<file path="src/include/esob_pkg.sv">
// shared constants and types of the error and status object bank
// assumes an apb master with 16-bit byte addresses and 32-bit data

package esob_pkg;

  // ----------------------------------------------------------------
  // object indices and byte addresses
  // ----------------------------------------------------------------
  localparam logic [15:0] IDX_DEVICE_ID    = 16'h1000;
  localparam logic [15:0] IDX_ERR_SUMMARY  = 16'h1001;
  localparam logic [15:0] IDX_HIST_COUNT   = 16'h1003;
  // entries have no index of their own: position n sits at base + 4*(n-1)
  localparam logic [15:0] ADDR_ENTRY_BASE  = 16'h4020;
  localparam logic [15:0] ADDR_ENTRY_LAST  = 16'h403c;

  // ----------------------------------------------------------------
  // identification word fields
  // ----------------------------------------------------------------
  localparam logic [7:0]  MOTOR_BLDC       = 8'h02;
  localparam logic [7:0]  MOTOR_STEPPER    = 8'h04;
  localparam logic [7:0]  MOTOR_BOTH       = 8'h06;
  // arbitrary neutral profile number
  localparam logic [15:0] PROFILE_DEFAULT  = 16'h0abc;

  // ----------------------------------------------------------------
  // summary register bit positions and reset values
  // ----------------------------------------------------------------
  localparam int          SUM_GENERAL      = 0;
  localparam int          SUM_CURRENT      = 1;
  localparam int          SUM_VOLTAGE      = 2;
  localparam int          SUM_TEMPERATURE  = 3;
  localparam int          SUM_COMMS        = 4;
  localparam int          SUM_PROFILE      = 5;
  localparam int          SUM_RESERVED     = 6;
  localparam int          SUM_VENDOR       = 7;
  localparam logic [7:0]  SUM_RESET        = 8'h00;
  localparam logic [7:0]  COUNT_RESET      = 8'h00;
  localparam logic [31:0] ENTRY_RESET      = 32'h0000_0000;

  // ----------------------------------------------------------------
  // history and answers
  // ----------------------------------------------------------------
  localparam logic [7:0]  HIST_DEPTH       = 8'h08;
  localparam logic [31:0] ABORT_NO_ENTRY   = 32'h0800_0024;
  localparam logic [31:0] RDATA_NONE       = 32'h0000_0000;

  // ----------------------------------------------------------------
  // carriers
  // ----------------------------------------------------------------
  typedef struct packed {
    logic vendor_fault_flag;
    logic profile_fault_flag;
    logic comms_fault_flag;
    logic temperature_fault_flag;
    logic voltage_fault_flag;
    logic current_fault_flag;
    logic general_fault_flag;
  } esob_fault_s;

  typedef struct packed {
    logic        valid;
    logic [7:0]  number;
    logic [15:0] code;
  } esob_err_evt_s;

  typedef enum logic [2:0] {
    T_NONE  = 3'b000,
    T_ID    = 3'b001,
    T_SUM   = 3'b010,
    T_CNT   = 3'b011,
    T_ENTRY = 3'b100
  } esob_target_e;

endpackage : esob_pkg

</file>
<file path="src/design/esob_history.sv">
// eight-deep error history stack with a saturating entry counter
// assumes push and clear come from logic on the same clock

`timescale 1ns/1ps

module esob_history
  import esob_pkg::*;
(
  // clock and reset
  input  wire logic        clock,
  input  wire logic        nrst,
  // update side
  input  wire logic        push,
  input  wire logic [31:0] push_entry,
  input  wire logic        clear,
  // read side
  input  wire logic [2:0]  rd_idx,
  output logic      [31:0] rd_entry,
  output logic      [7:0]  count_q
);

  // ----------------------------------------------------------------
  // storage
  // ----------------------------------------------------------------
  logic [31:0] mem_q [0:7];
  logic [31:0] mem_d [0:7];
  logic [7:0]  count_d;

  // next state: clear first, then a push on top so a push is never lost
  always_comb begin
    for (int i = 0; i < 8; i++) begin
      mem_d[i] = mem_q[i];
    end
    count_d = count_q;
    if (clear) begin
      for (int i = 0; i < 8; i++) begin
        mem_d[i] = ENTRY_RESET;
      end
      count_d = COUNT_RESET;
    end
    if (push) begin
      // newest at position 1, older ones move back one place
      for (int i = 7; i > 0; i--) begin
        mem_d[i] = clear ? ENTRY_RESET : mem_q[i-1];
      end
      mem_d[0] = push_entry;
      if (clear) begin
        count_d = 8'h01;
      end else if (count_q < HIST_DEPTH) begin
        count_d = count_q + 8'h01;
      end
    end
  end

  // registers
  always_ff @(posedge clock or negedge nrst) begin
    if (!nrst) begin
      for (int i = 0; i < 8; i++) begin
        mem_q[i] <= ENTRY_RESET;
      end
      count_q <= COUNT_RESET;
    end else begin
      for (int i = 0; i < 8; i++) begin
        mem_q[i] <= mem_d[i];
      end
      count_q <= count_d;
    end
  end

  // read port, 0-based index for positions 1 to 8
  assign rd_entry = mem_q[rd_idx];

endmodule : esob_history

</file>
<file path="src/design/esob_bank.sv">
// apb register bank: identification word, error summary and error history
// assumes fault levels arrive asynchronously and error events on this clock
//
// The APB interface to the registers is this design's own decision.

`timescale 1ns/1ps

// What this block does
// - a read-only 32-bit identification word carries the motor type above and the profile number below.
// - bits 23 to 16 of that word hold 2 for brushless, 4 for stepper or 6 for both.
// - an 8-bit read-only summary starts at zero and follows each error class while it is present.
// - summary bits are general, current, voltage, temperature, comms, profile, reserved zero, vendor.
// - the history holds eight 32-bit entries at positions 1 to 8 and an 8-bit count at 0, reset to zero.
// - a new error goes to position 1 and the older entries move back one place.
// - reading the count returns how many errors are recorded.
// - with an empty history any read of positions 1 to 8 is refused with the abort code.
// - writing zero to the low byte of the count with its strobe set clears it and counting starts over.
// - an entry is error number in 31 to 24, class in 23 to 16 and code in 15 to 0.
// - the class byte of an entry equals the summary at the moment the error is recorded.
module esob_bank
  import esob_pkg::*;
#(
  parameter logic [7:0]  MOTOR_TYPE  = MOTOR_BOTH,
  parameter logic [15:0] PROFILE_NUM = PROFILE_DEFAULT
)
(
  // clock and reset
  input  wire logic          clock,
  input  wire logic          nrst,
  // apb slave
  input  wire logic          psel,
  input  wire logic          penable,
  input  wire logic          pwrite,
  input  wire logic [15:0]   paddr,
  input  wire logic [31:0]   pwdata,
  input  wire logic [3:0]    pstrb,
  output logic               pready,
  output logic      [31:0]   prdata,
  output logic               pslverr,
  // fault conditions, asynchronous levels
  input  wire esob_fault_s   fault_in,
  // error events from the controller logic
  input  wire esob_err_evt_s err_evt,
  // status
  output logic      [7:0]    summary_out,
  output logic      [7:0]    history_count_out
);

  // ----------------------------------------------------------------
  // helpers
  // ----------------------------------------------------------------

  // byte address of an object index
  function automatic logic [15:0] idx_to_addr(input logic [15:0] idx);
    idx_to_addr = {idx[13:0], 2'b00};
  endfunction : idx_to_addr

  // which object an address selects
  function automatic esob_target_e decode(input logic [15:0] addr);
    if (addr == idx_to_addr(IDX_DEVICE_ID)) begin
      decode = T_ID;
    end else if (addr == idx_to_addr(IDX_ERR_SUMMARY)) begin
      decode = T_SUM;
    end else if (addr == idx_to_addr(IDX_HIST_COUNT)) begin
      decode = T_CNT;
    end else if (addr >= ADDR_ENTRY_BASE && addr <= ADDR_ENTRY_LAST && addr[1:0] == 2'b00) begin
      decode = T_ENTRY;
    end else begin
      decode = T_NONE;
    end
  endfunction : decode

  // zero in the low byte of a count write, the only value the count takes
  function automatic logic low_byte_zero(input logic [31:0] data);
    low_byte_zero = (data[7:0] == 8'h00);
  endfunction : low_byte_zero

  // ----------------------------------------------------------------
  // address map, byte addresses
  // ----------------------------------------------------------------
  // 0x4000 identification word, read only
  // 0x4004 error summary in bits 7 to 0, read only
  // 0x400c history count in bits 7 to 0, a write with pstrb[0] set is taken only if its low byte is zero
  // 0x4020 to 0x403c history positions 1 to 8, read only
  // any other address answers with an error and zero data

  // ----------------------------------------------------------------
  // fault level synchroniser
  // ----------------------------------------------------------------
  esob_fault_s sync1_q;
  esob_fault_s sync2_q;

  // first stage feeds only the second, to keep metastability contained
  always_ff @(posedge clock or negedge nrst) begin
    if (!nrst) begin
      sync1_q <= '0;
      sync2_q <= '0;
    end else begin
      sync1_q <= fault_in;
      sync2_q <= sync1_q;
    end
  end

  // ----------------------------------------------------------------
  // error summary
  // ----------------------------------------------------------------
  logic [7:0] summary_q;
  logic [7:0] summary_d;

  // each bit mirrors its condition, so it clears itself when it goes away
  always_comb begin
    summary_d                  = SUM_RESET;
    summary_d[SUM_GENERAL]     = sync2_q.general_fault_flag;
    summary_d[SUM_CURRENT]     = sync2_q.current_fault_flag;
    summary_d[SUM_VOLTAGE]     = sync2_q.voltage_fault_flag;
    summary_d[SUM_TEMPERATURE] = sync2_q.temperature_fault_flag;
    summary_d[SUM_COMMS]       = sync2_q.comms_fault_flag;
    summary_d[SUM_PROFILE]     = sync2_q.profile_fault_flag;
    summary_d[SUM_RESERVED]    = 1'b0;
    summary_d[SUM_VENDOR]      = sync2_q.vendor_fault_flag;
  end

  // register
  always_ff @(posedge clock or negedge nrst) begin
    if (!nrst) begin
      summary_q <= SUM_RESET;
    end else begin
      summary_q <= summary_d;
    end
  end

  assign summary_out = summary_q;

  // ----------------------------------------------------------------
  // identification word
  // ----------------------------------------------------------------
  logic [31:0] ident_word;

  // upper half motor type, lower half profile; top byte unused
  assign ident_word = {8'h00, MOTOR_TYPE, PROFILE_NUM};

  // ----------------------------------------------------------------
  // history stack
  // ----------------------------------------------------------------
  logic        hist_push;
  logic [31:0] hist_entry;
  logic        hist_clear;
  logic [2:0]  hist_rd_idx;
  logic [31:0] hist_rd_entry;
  logic [7:0]  hist_count;

  // class byte taken from the summary as it stands in the event cycle
  assign hist_push  = err_evt.valid;
  assign hist_entry = {err_evt.number, summary_q, err_evt.code};

  esob_history u_history (
    .clock      (clock),
    .nrst       (nrst),
    .push       (hist_push),
    .push_entry (hist_entry),
    .clear      (hist_clear),
    .rd_idx     (hist_rd_idx),
    .rd_entry   (hist_rd_entry),
    .count_q    (hist_count)
  );

  assign history_count_out = hist_count;

  // ----------------------------------------------------------------
  // apb slave
  // ----------------------------------------------------------------
  logic         pready_q;
  logic         pready_d;
  logic [31:0]  prdata_q;
  logic [31:0]  prdata_d;
  logic         pslverr_q;
  logic         pslverr_d;
  logic         setup_phase;
  logic         access_done;
  esob_target_e target;
  logic [15:0]  entry_off;

  assign setup_phase = psel && !penable;
  assign access_done = psel && penable && pready_q;
  assign target      = decode(paddr);
  assign entry_off   = paddr - ADDR_ENTRY_BASE;
  assign hist_rd_idx = entry_off[4:2];

  // answer prepared in the setup cycle, so every transfer has no wait state
  always_comb begin
    pready_d  = pready_q;
    prdata_d  = prdata_q;
    pslverr_d = pslverr_q;
    if (setup_phase) begin
      pready_d  = 1'b1;
      prdata_d  = RDATA_NONE;
      pslverr_d = 1'b0;
      if (pwrite) begin
        // only the count takes writes, and with pstrb[0] set only a zero low byte
        if (target != T_CNT) begin
          pslverr_d = 1'b1;
        end else if (pstrb[0] && !low_byte_zero(pwdata)) begin
          pslverr_d = 1'b1;
        end
      end else begin
        unique case (target)
          T_ID: begin
            prdata_d = ident_word;
          end
          T_SUM: begin
            prdata_d = {24'h00_0000, summary_q};
          end
          T_CNT: begin
            prdata_d = {24'h00_0000, hist_count};
          end
          T_ENTRY: begin
            if (hist_count == COUNT_RESET) begin
              prdata_d  = ABORT_NO_ENTRY;
              pslverr_d = 1'b1;
            end else begin
              prdata_d = hist_rd_entry;
            end
          end
          T_NONE: begin
            pslverr_d = 1'b1;
          end
          default: begin
            pslverr_d = 1'b1;
          end
        endcase
      end
    end else if (access_done) begin
      // release the answer after the completing edge
      pready_d  = 1'b0;
      pslverr_d = 1'b0;
      prdata_d  = RDATA_NONE;
    end
  end

  // a zero written to the count's low byte, with pstrb[0] set, at the completing edge clears the history
  assign hist_clear = access_done && pwrite && target == T_CNT && pstrb[0] && low_byte_zero(pwdata);

  // registers
  always_ff @(posedge clock or negedge nrst) begin
    if (!nrst) begin
      pready_q  <= 1'b0;
      prdata_q  <= RDATA_NONE;
      pslverr_q <= 1'b0;
    end else begin
      pready_q  <= pready_d;
      prdata_q  <= prdata_d;
      pslverr_q <= pslverr_d;
    end
  end

  assign pready  = pready_q;
  assign prdata  = prdata_q;
  assign pslverr = pslverr_q;

endmodule : esob_bank

</file>
<file path="config.mk">
export PLATFORM = sky130hd
export DESIGN_NAME = esob_bank
export DESIGN_NICKNAME = d
export VERILOG_FILES = /design/src/include/esob_pkg.sv /design/src/design/esob_history.sv /design/src/design/esob_bank.sv
export SDC_FILE = /design/constraint.sdc
export NUM_CORES = 1
export LEC_CHECK = 0
export BUFFER_PORTS_ARGS = -buffer_cell sky130_fd_sc_hd__buf_2
export CELL_PAD_IN_SITES_DETAIL_PLACEMENT = 0
export CELL_PAD_IN_SITES_GLOBAL_PLACEMENT = 1
export CORE_MARGIN = 2
export CORE_UTILIZATION = 30
export DETAILED_ROUTE_END_ITERATION = 7
export PLACE_DENSITY_LB_ADDON = 0.2
export SLEW_MARGIN = 20
export SYNTH_ARGS = -nofsm -noshare
export SYNTH_HDL_FRONTEND = slang
export SYNTH_SLANG_ARGS = --single-unit
</file>
<file path="constraint.sdc">
create_clock -name clock -period 5.22 [get_ports clock]
set_clock_uncertainty 0.2 [all_clocks]
set_input_delay 0 -clock clock [delete_from_list [all_inputs] [get_ports clock]]
set_output_delay 0 -clock clock [all_outputs]
set_load 0.02 [all_outputs]
</file>
-- Yosys cells after proc, flatten, opt, wreduce, memory -nomap -nowiden
Cells that the tools add are included.
Widths: inputs -> output; s select.
- bits in registers: 319
- latch bits: 0
- output and inout bits: 50
- input port bits: 89
- bits in read-only memories: 0
- memory bits (writable): 0
- memories kept: 0
- shifts and indexed selects: 0
- multiply operators: 0
- equality and inequality tests: 8
- mux-type cells: 33
- div/mod/pow operators: 0
- reduce and logical (&&, ||, !) cells: 18
- bitwise gates (word level): 1
- $lt $le $gt $ge: 4
- add/sub/neg operators: 2
- operator list (operator ; count):
    $mux 256 ; 2
    $mux 32 ; 13
    $pmux 32 s4 ; 1
    $bmux 32 s3 ; 1
    $eq 16x15->1 const B ; 3
    $mux 8 ; 4
    $ge 16x15->1 const B ; 1
    $le 16x15->1 const B ; 1
    $logic_not 8->1 ; 2
    $mux 3 ; 4
    $logic_and 1x1->1 ; 10
    $add 8x1->8 const B ; 1
    $lt 8x4->1 const B ; 1
    $mux 1 ; 7
    $eq 3x2->1 const B ; 2
    $sub 5x1->5 const B ; 1
    $ge 4x4->1 const B ; 1
    $not 3->4 ; 1
    $reduce_bool 2->1 ; 2
    $eq 3x1->1 const B ; 1
    $eq 3x3->1 const B ; 1
    $ne 3x2->1 const B ; 1
    $reduce_or 3->1 ; 1
    $logic_not 1->1 ; 2
    other kinds (2) ; 2

-- Longest topological paths before layout
- depth after elaboration: 15
- gate-level depth with buffers: 8
- gate-level depth less buffers: 5

-- By module
From an unflattened synthesis, not the netlist that was laid out.
- cell total of the unflattened synthesis: 1102
- area total of the unflattened synthesis: 14368.8 um^2
- modules (own cells, without submodules) (module ; instances ; area each (um^2) ; cells each):
    esob_history ; 1 ; 12239.2 ; 937
    esob_bank ; 1 ; 2129.5 ; 165

-- Least setup slack after synthesis
No wires, ideal clock.
- path kind: register to register
- start: register u_history.count_q[4]
- end: register prdata_q[19] (netlist: prdata[19])
- clock period less this slack: 2.163 ns
- data arrival time: 1.835 ns
- stages on the path, launching flop included: 8
- data required time: 4.892 ns
- path slack: 3.057 ns
- cell sequence: dfrtp_1 -> or4_1 -> nor2_2 -> nand3b_1 -> nand2b_1 -> buf_4 -> clkbuf_2 -> o21ai_0
- longest elaborated chain between the ends: 5
- RTL lines (item ; RTL line ; RTL):
    start: declaration ; esob_history.sv:19 ; output logic [7:0] count_q
    start signal: assignment ; esob_history.sv:66 ; count_q <= count_d;
    $logic_not 8->1 ; esob_bank.sv:217 ; if (hist_count == COUNT_RESET) begin
    $mux 32 ; esob_bank.sv:217 ;
    $pmux 32 s4 ; esob_bank.sv:206 ; unique case (target)
    $mux 32 ; esob_bank.sv:198 ; if (pwrite) begin
    $mux 32 ; esob_bank.sv:194 ; if (setup_phase) begin
    end signal: assignment ; esob_bank.sv:251 ; prdata_q <= prdata_d;
    end: declaration ; esob_bank.sv:174 ; logic [31:0] prdata_q;
No other way between the ends.
A chain may end at the register's enable or synchronous reset.

-- Worst setup path in the final report
- start: input port pwdata[6]
- end: register u_history.count_q[3]
- longest elaborated chain between the ends: 6
- RTL lines (item ; RTL line ; RTL):
    start: declaration ; esob_bank.sv:35 ; input wire logic [31:0] pwdata,
    $logic_not 8->1 * ; esob_bank.sv:75 ; low_byte_zero = (data[7:0] == 8'h00);
    $logic_and 1x1->1 * ; esob_bank.sv:241 ; assign hist_clear = access_done && pwrite && target == T_CNT && pstrb[0] && low_byte_zero(pwdata);
    $mux 8 ; esob_history.sv:35 ; if (clear) begin
    $mux 8 ; esob_history.sv:49 ; end else if (count_q < HIST_DEPTH) begin
    $mux 8 ; esob_history.sv:47 ; if (clear) begin
    $mux 8 * ; esob_history.sv:41 ; if (push) begin
    net u_history.count_d[3] ; esob_history.sv:27 ; logic [7:0] count_d;
The timed path passes the listed nets; every way through them passes the cells marked *.

==> impl_summary.log <==
[metrics] arrival time reported for the critical path endpoint: 3870 ps
[metrics] met3 Use GR: 2.58%
[metrics] largest voltage drop on the vdd net: 0.000263 V
[metrics] total count of hold-check failures in the final report: 0
[metrics] vias after detailed routing: 9272
[metrics] leakage component of the power: 8.26 nW
[metrics] area growth from synthesis to final layout: 21.0%
[metrics] Buf+Inv Stages, Crit Path: 6
[metrics] result of the run: finished, final reports clean
[metrics] antenna-violating nets left: 0
[metrics] final core occ: 36.8%
[metrics] final total negative setup slack: 0 ps
[metrics] net switching power: 1.90 mW
[metrics] data required time of the worst path: 5420 ps
[metrics] proportion of register bits with asynchronous set or reset after synthesis: 100%
[metrics] total power per unit cell area: 408 mW/mm2
[metrics] first-pass GRT wire length: 56300 um
[metrics] biggest fanout along the worst timing path: 4
[metrics] sort of element at the end of the critical path: register
[metrics] via count of the first global-routing pass: 9704
[metrics] timing startpoint of the critical path: pwdata[6]
[metrics] number of violations reported at the end of detailed-routing iteration 0: 650
[metrics] upper clock frequency limit: 273 MHz
[metrics] CORE AREA: 0.0465 mm2
[metrics] clock transition at the registers of the reported paths: 60 ps
[metrics] clock tree from TritonCTS: built
[metrics] final number of max-transition violations: 0
[metrics] Port Buf Inserts: 109
[metrics] worst hold-check path type: primary input to register
[metrics] Worst path most repeated cell: sky130_fd_sc_hd__dlygate4sd3_1
[metrics] die area: 0.0488 mm2
[metrics] worst path cell trace: dlygate4sd3_1, buf_2, nor4_1, dlygate4sd3_1, nand3_1, dlygate4sd3_1, nor4_4, dlygate4sd3_1, nor2_1, dlygate4sd3_1
[metrics] final routed DRC violation total: 0
[metrics] Horiz. Die Dim: 221 um
[metrics] placer's final routability congestion estimate: 0.686
[metrics] synth warn: 0
[metrics] pin slew with the least headroom to its limit: 999 ps
[metrics] fraction of power consumed by combinational cells: 16.7%
[metrics] number of flops mapped to enable cells by yosys: 0
[metrics] share of final-layout standard cells stronger than drive strength 1: 18.4%
[metrics] most utilized layer in the global route result: met2
[metrics] Max H-tree Level: 2
[metrics] sequential share of power: 46.8%
[metrics] vias per cell: 4.76
[metrics] number of max-cap violations: 0
[metrics] clock root buffer: sky130_fd_sc_hd__clkbuf_16
[metrics] worst flop-to-flop path startpoint: pready
[metrics] pin count of the biggest net entering global routing: 120
[metrics] met1 demand-to-capacity share in global routing: 20.0%
[metrics] main flop type after synthesis: sky130_fd_sc_hd__dfrtp_1
[metrics] fraction of power spent switching nets: 27.2%
[metrics] num rows: 79
[metrics] nets: 1407
[metrics] ports placed on the boundary: 139
[metrics] stage delay of the slowest cell on the critical path: 730 ps
[metrics] Cell Area, Synth: 0.0141 mm2
[metrics] setup repair after global routing missed its margin: false
[metrics] Seq cells post-synth: 310
[metrics] initial antenna violation count: 0
[metrics] type of element launching the critical path: primary input
[metrics] Cells after DPL: 1807
[metrics] floorplan die height: 221 um
[metrics] met2 routing resource usage after global routing: 22.6%
[metrics] relative contribution of the clock network to total power: 36.5%
[metrics] sequential share of the synthesized area: 55.0%
[metrics] Setup Crit Path Kind: primary input to register
[metrics] worst-case clock buffer depth: 3
[metrics] internal power component: 5.08 mW
[metrics] CTS Sinks: 310
[metrics] Worst Hold Launch: paddr[4]
[metrics] total overflow reported by the global router: 0
[metrics] wire length per cell after detailed routing: 17.6 um
[metrics] Relative slew margins: 33.4%
[metrics] number of iterations in the first detailed-routing pass: 4
[metrics] synthesized area per cell: 12.1 um2
[metrics] final WL: 34300 um
[metrics] post-route fraction of the period consumed by the critical path: 70.2%
[metrics] cell with the largest stage delay on the worst path: sky130_fd_sc_hd__dlygate4sd3_1
[metrics] global-route usage over all layers: 14.3%
[metrics] post-detailed-placement half-perimeter wirelength: 19200 um
[metrics] Tmin final: 3670 ps
[metrics] Largest delay share family, worst path: buffers and inverters
[metrics] initial core utilization: 30.4%
[metrics] post-route insts no fill: 1946
[metrics] distinct cell type count after synthesis: 41
[metrics] TritonCTS buffer count: 37
[metrics] number of instances in the synthesized netlist: 1165
[metrics] total of endpoints with negative setup slack in the final report: 0
[metrics] clock insertion delay at the later pin of the skew report: 520 ps
[metrics] number of gates resized after cts: 0
==> Yosys cell counts, types with 2 or more instances <==
cell type	instances	area (um2)
sky130_fd_sc_hd__a21o_1	3	22.5
sky130_fd_sc_hd__a21oi_1	6	30.0
sky130_fd_sc_hd__a22oi_1	5	37.5
sky130_fd_sc_hd__a31oi_1	2	12.5
sky130_fd_sc_hd__a32oi_1	3	26.3
sky130_fd_sc_hd__and2_1	4	25.0
sky130_fd_sc_hd__and3_1	3	18.8
sky130_fd_sc_hd__buf_1	4	15.0
sky130_fd_sc_hd__buf_2	15	75.1
sky130_fd_sc_hd__buf_4	24	180
sky130_fd_sc_hd__buf_6	3	33.8
sky130_fd_sc_hd__clkbuf_1	41	154
sky130_fd_sc_hd__clkbuf_2	2	10.0
sky130_fd_sc_hd__dfrtp_1	310	7760
sky130_fd_sc_hd__ha_1	2	25.0
sky130_fd_sc_hd__inv_1	4	15.0
sky130_fd_sc_hd__mux2_2	3	33.8
sky130_fd_sc_hd__mux2i_1	248	2480
sky130_fd_sc_hd__mux4_2	62	1400
sky130_fd_sc_hd__nand2_1	103	387
sky130_fd_sc_hd__nand2b_1	2	12.5
sky130_fd_sc_hd__nand3_1	6	30.0
sky130_fd_sc_hd__nor2_1	226	848
sky130_fd_sc_hd__nor4_1	4	25.0
sky130_fd_sc_hd__o211ai_1	4	30.0
sky130_fd_sc_hd__o21ai_0	57	285
sky130_fd_sc_hd__o21ai_1	3	15.0
sky130_fd_sc_hd__or4_1	3	22.5
==> metrics by stage <==
step | setup slack (ps) | total power, mW | cell area, um2 | hold WS (ps)
global route | 1370 | 7.40 | 17100 | 33.6
finish | 1550 | 6.97 | 17100 | 18.7
detailed placement | 2090 | 4.44 | 15100 | -90.2
global placement | 2030 | 4.40 | 15100 | -91.9
floorplan | 3060 | 4.06 | 14100 | -496
CTS | 1570 | 7.10 | 17100 | 3.87
==> worst register-to-register path: cells and delay by family, from the launching register on <==
kind / cells / cell delay [ps]
buffers and inverters: 3 / 1900
and+or+nand+nor: 4 / 770
DFF: 1 / 440
==> worst paths after layout <==
check,end,slack [ps],cells past startpoint
worst max-delay path,u_history.count_q[3],1550,10
worst min-delay path,prdata[29],20,3
worst max register to register,u_history.count_q[3],1800,7
worst min register to register,summary_d[2],140,0
max in group asynchronous,u_history.mem_q[122],3030,4
min in group asynchronous,u_history.mem_q[26],460,3
==> metal layers <==
metal | vias up | wire, um | part of all wire [%]
li1 | 4347 | - | -
met1 | 4736 | 16100 | 47
met2 | 134 | 16000 | 47
met3 | 55 | 1280 | 3.7
met4 | 0 | 880 | 2.6
met5 | - | 0 | 0
==> power by group through the flow <==
stage | combinational (mW) | clock [mW] | sequential, mW
floorplan | 0.850 | 0 | 3.21
global placement | 1.11 | 0 | 3.29
detailed placement | 1.14 | 0 | 3.30
CTS | 1.19 | 2.64 | 3.27
global route | 1.32 | 2.74 | 3.34
finish | 1.16 | 2.54 | 3.26
==> kinds of logic (layout without fill, tap and decap cells) <==
kind of cell,count (synthesis),after routing,synth area share (%)
mux,313,313,27.7
buf+inv,93,265,3.42
compound gates,85,85,3.37
other cells,1,3,0.0266
fa+ha+maj,2,2,0.177
xor+xnor,1,1,0.0621
flops,310,310,55.0
simple gates,360,360,10.3
==> cell usage in the layout (no fill, tap or decap), types with 3 or more instances in the layout <==
cell                            Yosys  layout
sky130_fd_sc_hd__o211ai_1           4       4
sky130_fd_sc_hd__a22oi_1            5       5
sky130_fd_sc_hd__mux2_2             3       3
sky130_fd_sc_hd__and2_1             4       4
sky130_fd_sc_hd__a21oi_1            6       6
sky130_fd_sc_hd__inv_1              4       4
sky130_fd_sc_hd__nand3_1            6       6
sky130_fd_sc_hd__clkbuf_1          41       8
sky130_fd_sc_hd__bufinv_16          0       4
sky130_fd_sc_hd__or4_1              3       3
sky130_fd_sc_hd__clkinv_2           0       7
sky130_fd_sc_hd__o21ai_0           57      57
sky130_fd_sc_hd__nand2_1          103     103
sky130_fd_sc_hd__dlygate4sd3_1      0      77
sky130_fd_sc_hd__a32oi_1            3       3
sky130_fd_sc_hd__buf_12             0       3
sky130_fd_sc_hd__buf_2             15     104
sky130_fd_sc_hd__nor2_1           226     226
sky130_fd_sc_hd__nor4_1             4       4
sky130_fd_sc_hd__a21o_1             3       3
sky130_fd_sc_hd__and3_1             3       3
sky130_fd_sc_hd__mux2i_1          248     248
sky130_fd_sc_hd__clkbuf_8           0       4
sky130_fd_sc_hd__buf_4             24      14
sky130_fd_sc_hd__mux4_2            62      62
sky130_fd_sc_hd__dfrtp_1          310     310
sky130_fd_sc_hd__clkbuf_16          0      37
==> cell type report <==
cell class / instances / area [um2]
Clock buffer: 49 / 1010
Multi-Input combinational cell: 763 / 5890
Timing Repair Buffer: 200 / 1490
Sequential cell: 310 / 7760
Fill cell: 4642 / 29400
Inverter: 4 / 15.0
Clock inverter: 12 / 163
Tap cell: 607 / 759
Antenna cell: 1 / 2.50
==> sequential cells by signal, indices dropped and copies added, names as in the netlist <==
register	count
prdata	31
pready	1
pslverr	1
summary_d	7
summary_out	7
sync1_q	7
u_history.count_q	8
u_history.mem_q	248
==> repair_timing <==
item	in CTS	in global routing
endpoints found under the hold margin	217	0
hold buffers	77	0
setup buffers	0	0
No activity file was read; power rests on OpenSTA's default activity.
